$ cat config.mk
export PLATFORM = sky130hd
export DESIGN_NAME = mtp_pwm_timer
export DESIGN_NICKNAME = d
export VERILOG_FILES = /design/src/verilog/mtp_pkg.sv /design/src/verilog/mtp_dt_if.sv /design/src/verilog/mtp_dead_time.sv /design/src/verilog/mtp_pwm_timer.sv
export SDC_FILE = /design/constraint.sdc
export NUM_CORES = 1
export LEC_CHECK = 0
export ABC_AREA = 1
export BUFFER_PORTS_ARGS = -buffer_cell sky130_fd_sc_hd__buf_4
export CORE_MARGIN = 10
export CORE_UTILIZATION = 45
export CTS_CLUSTER_SIZE = 14
export DETAILED_ROUTE_END_ITERATION = 6
export MAX_ROUTING_LAYER = met4
export SLEW_MARGIN = 20
export SYNTH_ARGS = -nofsm -noshare
export SYNTH_HDL_FRONTEND = slang
export SYNTH_SLANG_ARGS = --single-unit
$ cat constraint.sdc
create_clock -name ref_clk -period 2.55 [get_ports ref_clk]
set_clock_uncertainty 0.15 [all_clocks]
set_input_delay 0.51 -clock ref_clk [delete_from_list [all_inputs] [get_ports ref_clk]]
set_output_delay 0.51 -clock ref_clk [all_outputs]
set_load 0.005 [all_outputs]
$ cat src/verilog/mtp_pkg.sv
// shared constants for the six-output motor pwm timer
package mtp_pkg;
   // clock and switching rate
   localparam int          CLK_HZ      = 10_000_000;
   localparam int          PWM_HZ      = 16_000;
   // center-aligned period is two counter sweeps
   localparam logic [15:0] MOD_RST     = 16'(CLK_HZ / (2 * PWM_HZ));
   localparam logic [15:0] INIT_RST    = 16'h0000;
   localparam logic [15:0] DEAD_RST    = 16'h000a;
   localparam logic [15:0] CHV_RST     = 16'h0000;
   localparam logic [7:0]  POL_RST     = 8'h15;
   localparam logic [1:0]  DBG_RST     = 2'h0;
   localparam logic [1:0]  DBG_RUN     = 2'h3;
   // access port addresses
   localparam logic [3:0]  A_INIT      = 4'h8;
   localparam logic [3:0]  A_MOD       = 4'h9;
   localparam logic [3:0]  A_DEAD      = 4'ha;
   localparam logic [3:0]  A_POL       = 4'hb;
   localparam logic [3:0]  A_CONF      = 4'hc;
   localparam logic [3:0]  A_LOAD      = 4'hd;
   localparam logic [3:0]  A_CNT       = 4'he;
   localparam logic [3:0]  A_STAT      = 4'hf;
   // control word fields
   localparam int          B_SIGNED    = 0;
   localparam int          B_DBG_LO    = 1;
   localparam int          B_TRIG_EN   = 3;
   localparam int          B_LOAD      = 0;
   localparam int          NUM_PAIRS   = 3;
   localparam int          NUM_CH      = 8;
   typedef enum logic {
      DIR_UP   = 1'b0,
      DIR_DOWN = 1'b1
   } mtp_dir_t;
endpackage

$ cat src/verilog/mtp_dt_if.sv
// carrier between pwm core and dead-time unit
`timescale 1ns/100ps
interface mtp_dt_if #(parameter int NP = 3);
   logic [NP-1:0] raw;
   logic [15:0]   dead;
   logic [NP-1:0] top;
   logic [NP-1:0] bot;
   modport ctl (output raw, output dead, input top, input bot);
   modport dt  (input raw, input dead, output top, output bot);
endinterface

$ cat src/verilog/mtp_dead_time.sv
// dead-time insertion for complementary phase pairs
`timescale 1ns/100ps
module mtp_dead_time #(
   parameter int NP = 3
) (
   input  wire logic ref_clk,
   input  wire logic rstn,
   mtp_dt_if.dt      dtp
);
   logic [NP-1:0]        raw_ff;
   logic [NP-1:0]        nxt_raw;
   logic [NP-1:0][15:0]  cnt_ff;
   logic [NP-1:0][15:0]  nxt_cnt;
   logic [NP-1:0]        top_ff;
   logic [NP-1:0]        nxt_top;
   logic [NP-1:0]        bot_ff;
   logic [NP-1:0]        nxt_bot;

   // restart the settle count on every edge, release edge once it expires
   always_comb begin
      nxt_raw = dtp.raw;
      for (int j = 0; j < NP; j++) begin
         if (dtp.raw[j] != raw_ff[j]) begin
            nxt_cnt[j] = 16'h0000;
         end else if (cnt_ff[j] != 16'hffff) begin
            nxt_cnt[j] = cnt_ff[j] + 16'h0001;
         end else begin
            nxt_cnt[j] = cnt_ff[j];
         end
         // rising edges wait, falling edges are immediate
         nxt_top[j] = raw_ff[j] && (cnt_ff[j] >= dtp.dead);
         nxt_bot[j] = !raw_ff[j] && (cnt_ff[j] >= dtp.dead);
      end
   end

   // dead-time state
   always_ff @(posedge ref_clk) begin
      if (!rstn) begin
         raw_ff <= '0;
         cnt_ff <= '0;
         top_ff <= '0;
         bot_ff <= '0;
      end else begin
         raw_ff <= nxt_raw;
         cnt_ff <= nxt_cnt;
         top_ff <= nxt_top;
         bot_ff <= nxt_bot;
      end
   end

   assign dtp.top = top_ff;
   assign dtp.bot = bot_ff;
endmodule

$ cat src/verilog/mtp_pwm_timer.sv
// six-output center-aligned motor pwm timer with dead time and init trigger
`timescale 1ns/100ps
module mtp_pwm_timer #(
   parameter logic [15:0] MOD_DEF = mtp_pkg::MOD_RST,
   parameter logic [7:0]  POL_DEF = mtp_pkg::POL_RST
) (
   input  wire logic        ref_clk,
   input  wire logic        rstn,
   input  wire logic        clk_gate_en,
   input  wire logic        write_protect_disable,
   input  wire logic        dbg_attached,
   input  wire logic        acc_valid,
   input  wire logic        acc_write,
   input  wire logic [3:0]  acc_addr,
   input  wire logic [15:0] acc_wdata,
   output logic             acc_ack_ff,
   output logic             acc_fault_ff,
   output logic [15:0]      acc_rdata_ff,
   output logic [7:0]       pwm_out_ff,
   output logic             init_trig_ff
);
   // signed or unsigned compare helpers
   function automatic logic cmp_lt(input logic [15:0] a, input logic [15:0] b,
                                   input logic sgn);
      cmp_lt = sgn ? ($signed(a) < $signed(b)) : (a < b);
   endfunction
   function automatic logic cmp_le(input logic [15:0] a, input logic [15:0] b,
                                   input logic sgn);
      cmp_le = sgn ? ($signed(a) <= $signed(b)) : (a <= b);
   endfunction

   logic [15:0]             cnt_ff;
   logic [15:0]             nxt_cnt;
   mtp_pkg::mtp_dir_t       dir_ff;
   mtp_pkg::mtp_dir_t       nxt_dir;
   logic [15:0]             init_ff;
   logic [15:0]             nxt_init;
   logic [15:0]             mod_ff;
   logic [15:0]             nxt_mod;
   logic [15:0]             dead_ff;
   logic [15:0]             nxt_dead;
   logic [7:0]              pol_ff;
   logic [7:0]              nxt_pol;
   logic                    sgn_ff;
   logic                    nxt_sgn;
   logic [1:0]              dbg_sel_ff;
   logic [1:0]              nxt_dbg_sel;
   logic                    trig_en_ff;
   logic                    nxt_trig_en;
   logic [7:0][15:0]        buf_ff;
   logic [7:0][15:0]        nxt_buf;
   logic [7:0][15:0]        act_ff;
   logic [7:0][15:0]        nxt_act;
   logic                    load_pend_ff;
   logic                    nxt_load_pend;
   logic                    nxt_ack;
   logic                    nxt_fault;
   logic [15:0]             nxt_rdata;
   logic                    nxt_trig;
   logic [7:0]              nxt_pwm;
   logic [7:0]              drive;
   logic [7:0]              raw;
   logic                    run;
   logic                    at_bot;
   logic                    wr_ok;
   logic                    load_req;

   mtp_dt_if #(.NP(mtp_pkg::NUM_PAIRS)) dtp ();

   // counter halts only in debug mode without the run selection
   assign run    = !(dbg_attached && (dbg_sel_ff != mtp_pkg::DBG_RUN));
   assign at_bot = (dir_ff == mtp_pkg::DIR_DOWN) && cmp_le(cnt_ff, init_ff, sgn_ff);
   assign wr_ok  = acc_valid && acc_write && clk_gate_en;
   assign load_req = wr_ok && (acc_addr == mtp_pkg::A_LOAD) && acc_wdata[mtp_pkg::B_LOAD];

   // up-down sweep between initial and modulo values
   always_comb begin
      nxt_cnt = cnt_ff;
      nxt_dir = dir_ff;
      if (run) begin
         unique case (dir_ff)
            mtp_pkg::DIR_UP: begin
               if (cmp_le(mod_ff, cnt_ff, sgn_ff)) begin
                  nxt_dir = mtp_pkg::DIR_DOWN;
                  nxt_cnt = cnt_ff - 16'h0001;
               end else begin
                  nxt_cnt = cnt_ff + 16'h0001;
               end
            end
            mtp_pkg::DIR_DOWN: begin
               if (at_bot) begin
                  nxt_dir = mtp_pkg::DIR_UP;
                  nxt_cnt = init_ff + 16'h0001;
               end else begin
                  nxt_cnt = cnt_ff - 16'h0001;
               end
            end
         endcase
      end
   end

   // counter registers
   always_ff @(posedge ref_clk) begin
      if (!rstn) begin
         cnt_ff <= mtp_pkg::INIT_RST;
         dir_ff <= mtp_pkg::DIR_UP;
      end else begin
         cnt_ff <= nxt_cnt;
         dir_ff <= nxt_dir;
      end
   end

   // register access, config writes, buffered values and commit
   always_comb begin
      nxt_init      = init_ff;
      nxt_mod       = mod_ff;
      nxt_dead      = dead_ff;
      nxt_pol       = pol_ff;
      nxt_sgn       = sgn_ff;
      nxt_dbg_sel   = dbg_sel_ff;
      nxt_trig_en   = trig_en_ff;
      nxt_buf       = buf_ff;
      nxt_act       = act_ff;
      nxt_load_pend = load_pend_ff;
      nxt_ack       = 1'b0;
      nxt_fault     = 1'b0;
      nxt_rdata     = 16'h0000;
      nxt_trig      = 1'b0;
      // commit all buffered values at the reload point
      if (run && at_bot) begin
         nxt_trig = trig_en_ff;
         if (load_pend_ff) begin
            nxt_act       = buf_ff;
            nxt_load_pend = 1'b0;
         end
      end
      if (acc_valid && !clk_gate_en) begin
         nxt_fault = 1'b1;
      end else if (acc_valid) begin
         nxt_ack = 1'b1;
         if (acc_write) begin
            if (!acc_addr[3]) begin
               nxt_buf[acc_addr[2:0]] = acc_wdata;
            end else if (write_protect_disable) begin
               unique case (acc_addr)
                  mtp_pkg::A_INIT: nxt_init = acc_wdata;
                  mtp_pkg::A_MOD:  nxt_mod  = acc_wdata;
                  mtp_pkg::A_DEAD: nxt_dead = acc_wdata;
                  mtp_pkg::A_POL:  nxt_pol  = acc_wdata[7:0];
                  mtp_pkg::A_CONF: begin
                     nxt_sgn     = acc_wdata[mtp_pkg::B_SIGNED];
                     nxt_dbg_sel = acc_wdata[mtp_pkg::B_DBG_LO +: 2];
                     nxt_trig_en = acc_wdata[mtp_pkg::B_TRIG_EN];
                  end
                  default: ;
               endcase
            end
         end else begin
            unique case (acc_addr)
               mtp_pkg::A_INIT: nxt_rdata = init_ff;
               mtp_pkg::A_MOD:  nxt_rdata = mod_ff;
               mtp_pkg::A_DEAD: nxt_rdata = dead_ff;
               mtp_pkg::A_POL:  nxt_rdata = {8'h00, pol_ff};
               mtp_pkg::A_CONF: nxt_rdata = {12'h000, trig_en_ff, dbg_sel_ff, sgn_ff};
               mtp_pkg::A_LOAD: nxt_rdata = {15'h0000, load_pend_ff};
               mtp_pkg::A_CNT:  nxt_rdata = cnt_ff;
               mtp_pkg::A_STAT: nxt_rdata = {14'h0000, dir_ff, !run};
               default:         nxt_rdata = buf_ff[acc_addr[2:0]];
            endcase
         end
      end
      // a new request wins over the commit clear
      if (load_req) begin
         nxt_load_pend = 1'b1;
      end
   end

   // configuration and access registers
   always_ff @(posedge ref_clk) begin
      if (!rstn) begin
         init_ff      <= mtp_pkg::INIT_RST;
         mod_ff       <= MOD_DEF;
         dead_ff      <= mtp_pkg::DEAD_RST;
         pol_ff       <= POL_DEF;
         sgn_ff       <= 1'b0;
         dbg_sel_ff   <= mtp_pkg::DBG_RST;
         trig_en_ff   <= 1'b0;
         buf_ff       <= '0;
         act_ff       <= '0;
         load_pend_ff <= 1'b0;
         acc_ack_ff   <= 1'b0;
         acc_fault_ff <= 1'b0;
         acc_rdata_ff <= 16'h0000;
         init_trig_ff <= 1'b0;
      end else begin
         init_ff      <= nxt_init;
         mod_ff       <= nxt_mod;
         dead_ff      <= nxt_dead;
         pol_ff       <= nxt_pol;
         sgn_ff       <= nxt_sgn;
         dbg_sel_ff   <= nxt_dbg_sel;
         trig_en_ff   <= nxt_trig_en;
         buf_ff       <= nxt_buf;
         act_ff       <= nxt_act;
         load_pend_ff <= nxt_load_pend;
         acc_ack_ff   <= nxt_ack;
         acc_fault_ff <= nxt_fault;
         acc_rdata_ff <= nxt_rdata;
         init_trig_ff <= nxt_trig;
      end
   end

   // per-channel compare: active while count below the committed value
   always_comb begin
      for (int i = 0; i < mtp_pkg::NUM_CH; i++) begin
         raw[i] = cmp_lt(cnt_ff, act_ff[i], sgn_ff);
      end
   end

   // pairs 0/1, 2/3, 4/5 take their phase from the even channel
   assign dtp.raw  = {raw[4], raw[2], raw[0]};
   assign dtp.dead = dead_ff;
   assign drive = {raw[7], raw[6], dtp.bot[2], dtp.top[2], dtp.bot[1], dtp.top[1],
                   dtp.bot[0], dtp.top[0]};
   assign nxt_pwm = drive ^ pol_ff;

   mtp_dead_time #(.NP(mtp_pkg::NUM_PAIRS)) u_dead (
      .ref_clk (ref_clk),
      .rstn    (rstn),
      .dtp     (dtp.dt)
   );

   // output drive with polarity
   always_ff @(posedge ref_clk) begin
      if (!rstn) begin
         pwm_out_ff <= POL_DEF;
      end else begin
         pwm_out_ff <= nxt_pwm;
      end
   end
endmodule

; ---- Word level (Yosys, flattened, before mapping)
; Index checks and enable logic that the tools add are counted.
[classes]
n_addsub = 6
order_cmp = 19
eq_ne = 15
muxes = 23
bitwise_logic = 6
n_reduce_logical = 34
[op_table]
columns = op, n
row1 = less-than comparator 16 bit, 10
row2 = bitwise mux 128 bit, 1
row3 = case mux 16 bit (8 select lines), 1
row4 = "adder 16 x 1 -> 16 bit, second input constant", 5
row5 = <= comparator 16 bit, 4
row6 = 2-to-1 mux 16 bit, 4
row7 = binary-select mux 16 bit (select 3 bit), 1
row8 = demux 16 bit (select 3 bit), 1
row9 = >= comparator 16 bit, 3
row10 = "!= test 16 bit, second input constant", 3
row11 = "== test 4 bit, second input constant", 8
row12 = case mux 16 bit (2 select lines), 1
row13 = AND reduction 6 bit, 5
row14 = "subtractor 16 x 1 -> 16 bit, second input constant", 1
row15 = logical AND 1 bit, 15
row16 = 2-to-1 mux 1 bit, 13
row17 = OR reduction 2 bit, 4
row18 = bitwise XOR 8 bit, 1
row19 = zero test 1 bit, 5
row20 = inverter 1 bit, 5
row21 = "less-than comparator 3 x 4 -> 1 bit, second input constant", 1
row22 = AND reduction 2 bit, 2
row23 = AND reduction 4 bit, 1
row24 = OR reduction 4 bit, 1
row25 = 5 further kinds, 7
[word_totals]
reg_bits = 370
wordCells = 137

; ---- Longest topological paths before layout
[depth]
ltp_word = 6
ltp_mapped = 20

; ---- Modules after synthesis
; Synthesis repeated with hierarchy kept, for this count alone.
[hier_totals]
hier_cells = 2906
area_unflattened_um2 = 20343.3
[modules_own_cells]
columns = module, n_inst, cells_each, area_per_inst_um2
row1 = mtp_pwm_timer, 1, 2275, 16124.2
row2 = mtp_dead_time, 1, 631, 4219.0

; ---- Worst setup path after synthesis
; OpenSTA, ideal clock, no wires.
[synth_timing]
path_kind = flip-flop to flip-flop
from = register cnt_ff[8]
to = register cnt_ff[9]
setup_time_ns = 0.117
t_arrival_ns = 2.200
required_time_ns = 2.283
path_slack_ns = 0.083
stages_incl_launch_ff = 15
cell_sequence = dfxtp_1 clkinv_1 ha_1 nand2_1 nor2_1 nand2_1 nor2_1 nand4_1 nand3_2 buf_4 nand2_1 nand3_1 nand2_1 nor2_1 nor2_1
[synth_via]
elab_chain_cells = 5
[synth_rtl]
columns = item, line_no
row1 = from (decl), mtp_pwm_timer.sv:32  ; logic [15:0] cnt_ff;
row2 = from (signal assigned), mtp_pwm_timer.sv:105  ; cnt_ff <= mtp_pkg::INIT_RST;
row3 = from (signal assigned), mtp_pwm_timer.sv:108  ; cnt_ff <= nxt_cnt;
row4 = <= comparator 16 bit, mtp_pwm_timer.sv:29  ; cmp_le = sgn ? ($signed(a) <= $signed(b)) : (a <= b);
row5 = 2-to-1 mux 1 bit, mtp_pwm_timer.sv:29
row6 = logical AND 1 bit, mtp_pwm_timer.sv:72  ; assign at_bot = (dir_ff == mtp_pkg::DIR_DOWN) && cmp_le(cnt_ff, init_ff, sgn_ff);
row7 = 2-to-1 mux 16 bit, mtp_pwm_timer.sv:91  ; if (at_bot) begin
row8 = case mux 16 bit (2 select lines) (*), mtp_pwm_timer.sv:81  ; unique case (dir_ff)
; Every way passes the cells marked *; elsewhere a longest branch is shown, timed or not.
; A chain may end at the register's enable or synchronous reset.

; ---- Final worst setup path
[layout_timing]
from = register cnt_ff[14]
to = register act_ff[75] in the netlist's numbering
[layout_via]
elab_chain_cells = 5
[layout_rtl]
columns = item, line_no
row1 = <= comparator 16 bit, mtp_pwm_timer.sv:29
row2 = 2-to-1 mux 1 bit (*), mtp_pwm_timer.sv:29
row3 = logical AND 1 bit (*), mtp_pwm_timer.sv:72
row4 = logical AND 1 bit (*), mtp_pwm_timer.sv:130  ; if (run && at_bot) begin
row5 = AND reduction 2 bit (no line) (*), -
row6 = to (signal assigned), mtp_pwm_timer.sv:204  ; act_ff <= nxt_act;
row7 = to (decl), mtp_pwm_timer.sv:52  ; logic [7:0][15:0] act_ff;
; Marked as above.

==> flow_metrics.tcl <==
set metrics [dict create \
    rrSetupSlack_ps 90 \
    vias 19619 \
    finalSetupViolCount 0 \
    wl_mm 69.45 \
    clkTransAtPathRegs_ps 60 \
    slew_viol_final 0 \
    cts-hold-fix-buffers 0 \
    r2r-start "cnt_ff[14]" \
    grt_pass1_vias 17716 \
    fin_nets 3185 \
    min_from "clk_gate_en" \
    drv_cap 0 \
    fp.dieH_um 230.9 \
    antenna_found_initial 2 \
    grt_max_degree 87 \
    start_util_pct 45.36 \
    worstSetupEndpointType "flip-flop" \
    die_width_um 230.9 \
    reg2reg_depth 14 \
    hold_slack_ps 91.01 \
    p_leak_nw 10.77 \
    fin_crit_ps 2456 \
    numCtsBuffers 42 \
    hold_class "input port to flip-flop" \
    cp.required_ps 2870 \
    power_density_nw_per_um2 635.6 \
    ys_ff_latch 370 \
    ioPinCount 54 \
    layout-drive-gt1-share_pct 11.47 \
    min_path_cells 2 \
    place_hpwl_mm 49.68 \
    grt_usage_pct 25.43 \
    r2r_end "act_ff[75]" \
    dieArea_um2 53310 \
    overflow 0 \
    ys_types 46 \
    ant_nets 0 \
    fin_crit_sh_pct 96.31 \
    power_mw 15.03 \
    critPathKind "flip-flop to flip-flop" \
    clk_latency_ps 590 \
    peakVddDrop_uv 555.1 \
    io_buffers 53 \
    hold_violations 0 \
    cp-start-kind "flip-flop" \
    max_slew_margin_pct 54.41 \
    rows 77 \
    synthesis.area_um2 20010 \
    htree_levels 2 \
    cp.arrival_ps 2780 \
    synth_warnings 0 \
    place.gp.congestion 1.068 \
    synthCells 2876 \
    route.detailed.drc 0 \
    finalWorstSetupSlack_ps 94.22 \
    worst_slew_pin_slew_ps 683.1 \
    cts.sinks 370 \
    cts_tree "yes" \
    grt_pass1_wl_mm 103.2 \
    clk_path_buf_depth 3 \
    first_pass_iters 6 \
    core-area_um2 44120 \
    syn_nets 3064 \
    yosysSeqAreaShare_pct 37.01 \
    drtIter0Drc 2073 \
    min_to "acc_fault_ff" \
    avgSynthCellArea_um2 6.959 \
    wl_per_cell_um 19.20 \
    fmax_ghz 0.4072 \
    root_buffer "clkbuf_16" \
    syn_to_final_growth_pct 18.17 \
    status "finished clean" \
    preCtsSetupSlack_ps -26.25 \
    worstPathMaxFanout 17 \
    via_per_inst 5.424 \
]
-- cell usage in the layout (no fill, tap or decap), types with 5 or more instances in the layout --
master and count:
nand3_2 5, inv_1 286, nand2_2 8, dfxtp_2 17
clkbuf_16 47, ha_1 159, a221oi_1 13, clkinv_1 5
nand4_1 45, buf_12 15, a21oi_1 164, clkinv_2 7
o21a_1 6, nor2_1 566, inv_2 7, a22oi_1 21
o21ai_0 246, o211ai_1 11, xnor2_1 18, a31oi_1 9
xor2_1 57, clkbuf_8 13, nor3_1 33, nand3_1 108
o22ai_1 25, buf_6 7, nand2_1 514, nor2_2 20
buf_4 178, o221ai_1 5, dfxtp_1 353
-- logic make-up after synthesis --
kind of cell,after synthesis,synth area share (%)
xor+xnor,75,3.282
buf+inv,427,8.303
simple gates,1321,26.96
fa+ha+maj,161,10.07
flops,370,37.01
compound gates,522,14.38
-- synthesized netlist by cell type (all sizes together) --
cell type | n | area, um2
o311ai | 3 | 26.28
nor2 | 589 | 2223
ha | 161 | 2014
o21bai | 1 | 7.510
o21a | 6 | 45.04
clkbuf | 92 | 345.3
nand2 | 522 | 1969
a211oi | 4 | 30.03
o21ai | 246 | 1231
nand4 | 47 | 315.3
o31ai | 4 | 30.03
xor2 | 57 | 499.2
a41oi | 2 | 17.52
a21o | 2 | 15.01
a221oi | 13 | 113.9
nand3 | 114 | 580.6
a31oi | 9 | 56.30
nand3b | 4 | 30.03
inv | 293 | 1100
nor3b | 2 | 15.01
nor4 | 7 | 71.31
a22oi | 21 | 157.7
buf | 37 | 197.7
clkinv | 5 | 18.77
o211ai | 11 | 82.58
o221ai | 5 | 43.79
o2111ai | 2 | 17.52
dfxtp | 370 | 7407
a21oi | 167 | 839.6
o22ai | 25 | 156.4
nor3 | 36 | 190.2
a21boi | 1 | 7.510
xnor2 | 18 | 157.7
-- power breakdown --
part	total [mW]	switching (mW)	internal, mW
sequential	6.01	0.114	5.89
clock	6.25	2.51	3.74
combinational	2.78	1.73	1.04
-- worst max path at each step --
stage	startpoint	end	slack, ps	depth (start not counted)
finish	cnt_ff[14]	act_ff[75]	90	14
global route	init_ff[11]	act_ff[78]	-20	15
CTS	init_ff[15]	act_ff[122]	20	12
detailed placement	init_ff[7]	cnt_ff[9]	-30	16
global placement	cnt_ff[5]	cnt_ff[9]	-40	16
floorplan	cnt_ff[8]	cnt_ff[9]	80	14
-- through the flow --
step	utilization (%)	instances	TNS, ps	cell area (um2)
2_1_floorplan	-	2876	0	20010
3_5_place_dp	49.58	3535	-41.04	21880
4_1_cts	52.78	3606	0	23290
3_3_place_gp	49.58	3535	-43.58	21880
6_report	53.60	3617	0	23650
5_1_grt	53.60	3617	-145.7	23650
-- state kept, by name, summed over array words and instances (netlist names), 2 cells and up --
signal,count
buf_ff,128
act_ff,80
u_dead.cnt_ff,48
acc_rdata_ff,16
cnt_ff,16
dead_ff,16
init_ff,16
mod_ff,16
pol_ff,8
pwm_out_ff,8
u_dead.dtp.bot,3
u_dead.dtp.top,3
u_dead.raw_ff,3
dbg_sel_ff,2
-- layer usage --
metal  up-vias  routed length, um  GRT usage, %
met1      9157              32040         35.31
met3       107               5432         3.483
li1       9624                  -             -
met4         0               2147         8.037
met5         -                  0             -
met2       731              29840         37.49
-- critical path, stage by stage (launching register included) --
cell and delay, ps:
dfxtp_1 410, ha_1 280, nand2_2 120, o21bai_1 120
nand2_1 80, a21oi_2 170, nand2_1 90, nand2_2 90
nand3_4 120, nand4_4 100, buf_12 190, clkbuf_16 250
nand2_1 70, nand2_1 60, nor2_1 40
-- layout make-up --
class	count	area [um2]
antenna	1	2.502
clock buffer	60	1270
clock inverter	11	133.9
fill	4338	20470
inverter	298	1119
multi-input combinational	2079	11090
sequential	370	7428
tap	592	740.7
timing repair buffer	206	1871
-- timing repair --
item | 4_1_cts | 5_1_grt
cloned | 0 | 6
resized for setup | 3 | 60
endpoints found under the setup margin | 54 | 129
pin swaps | 0 | 5
setup buffers | 0 | 4
Power figures use the tool's default switching activity.
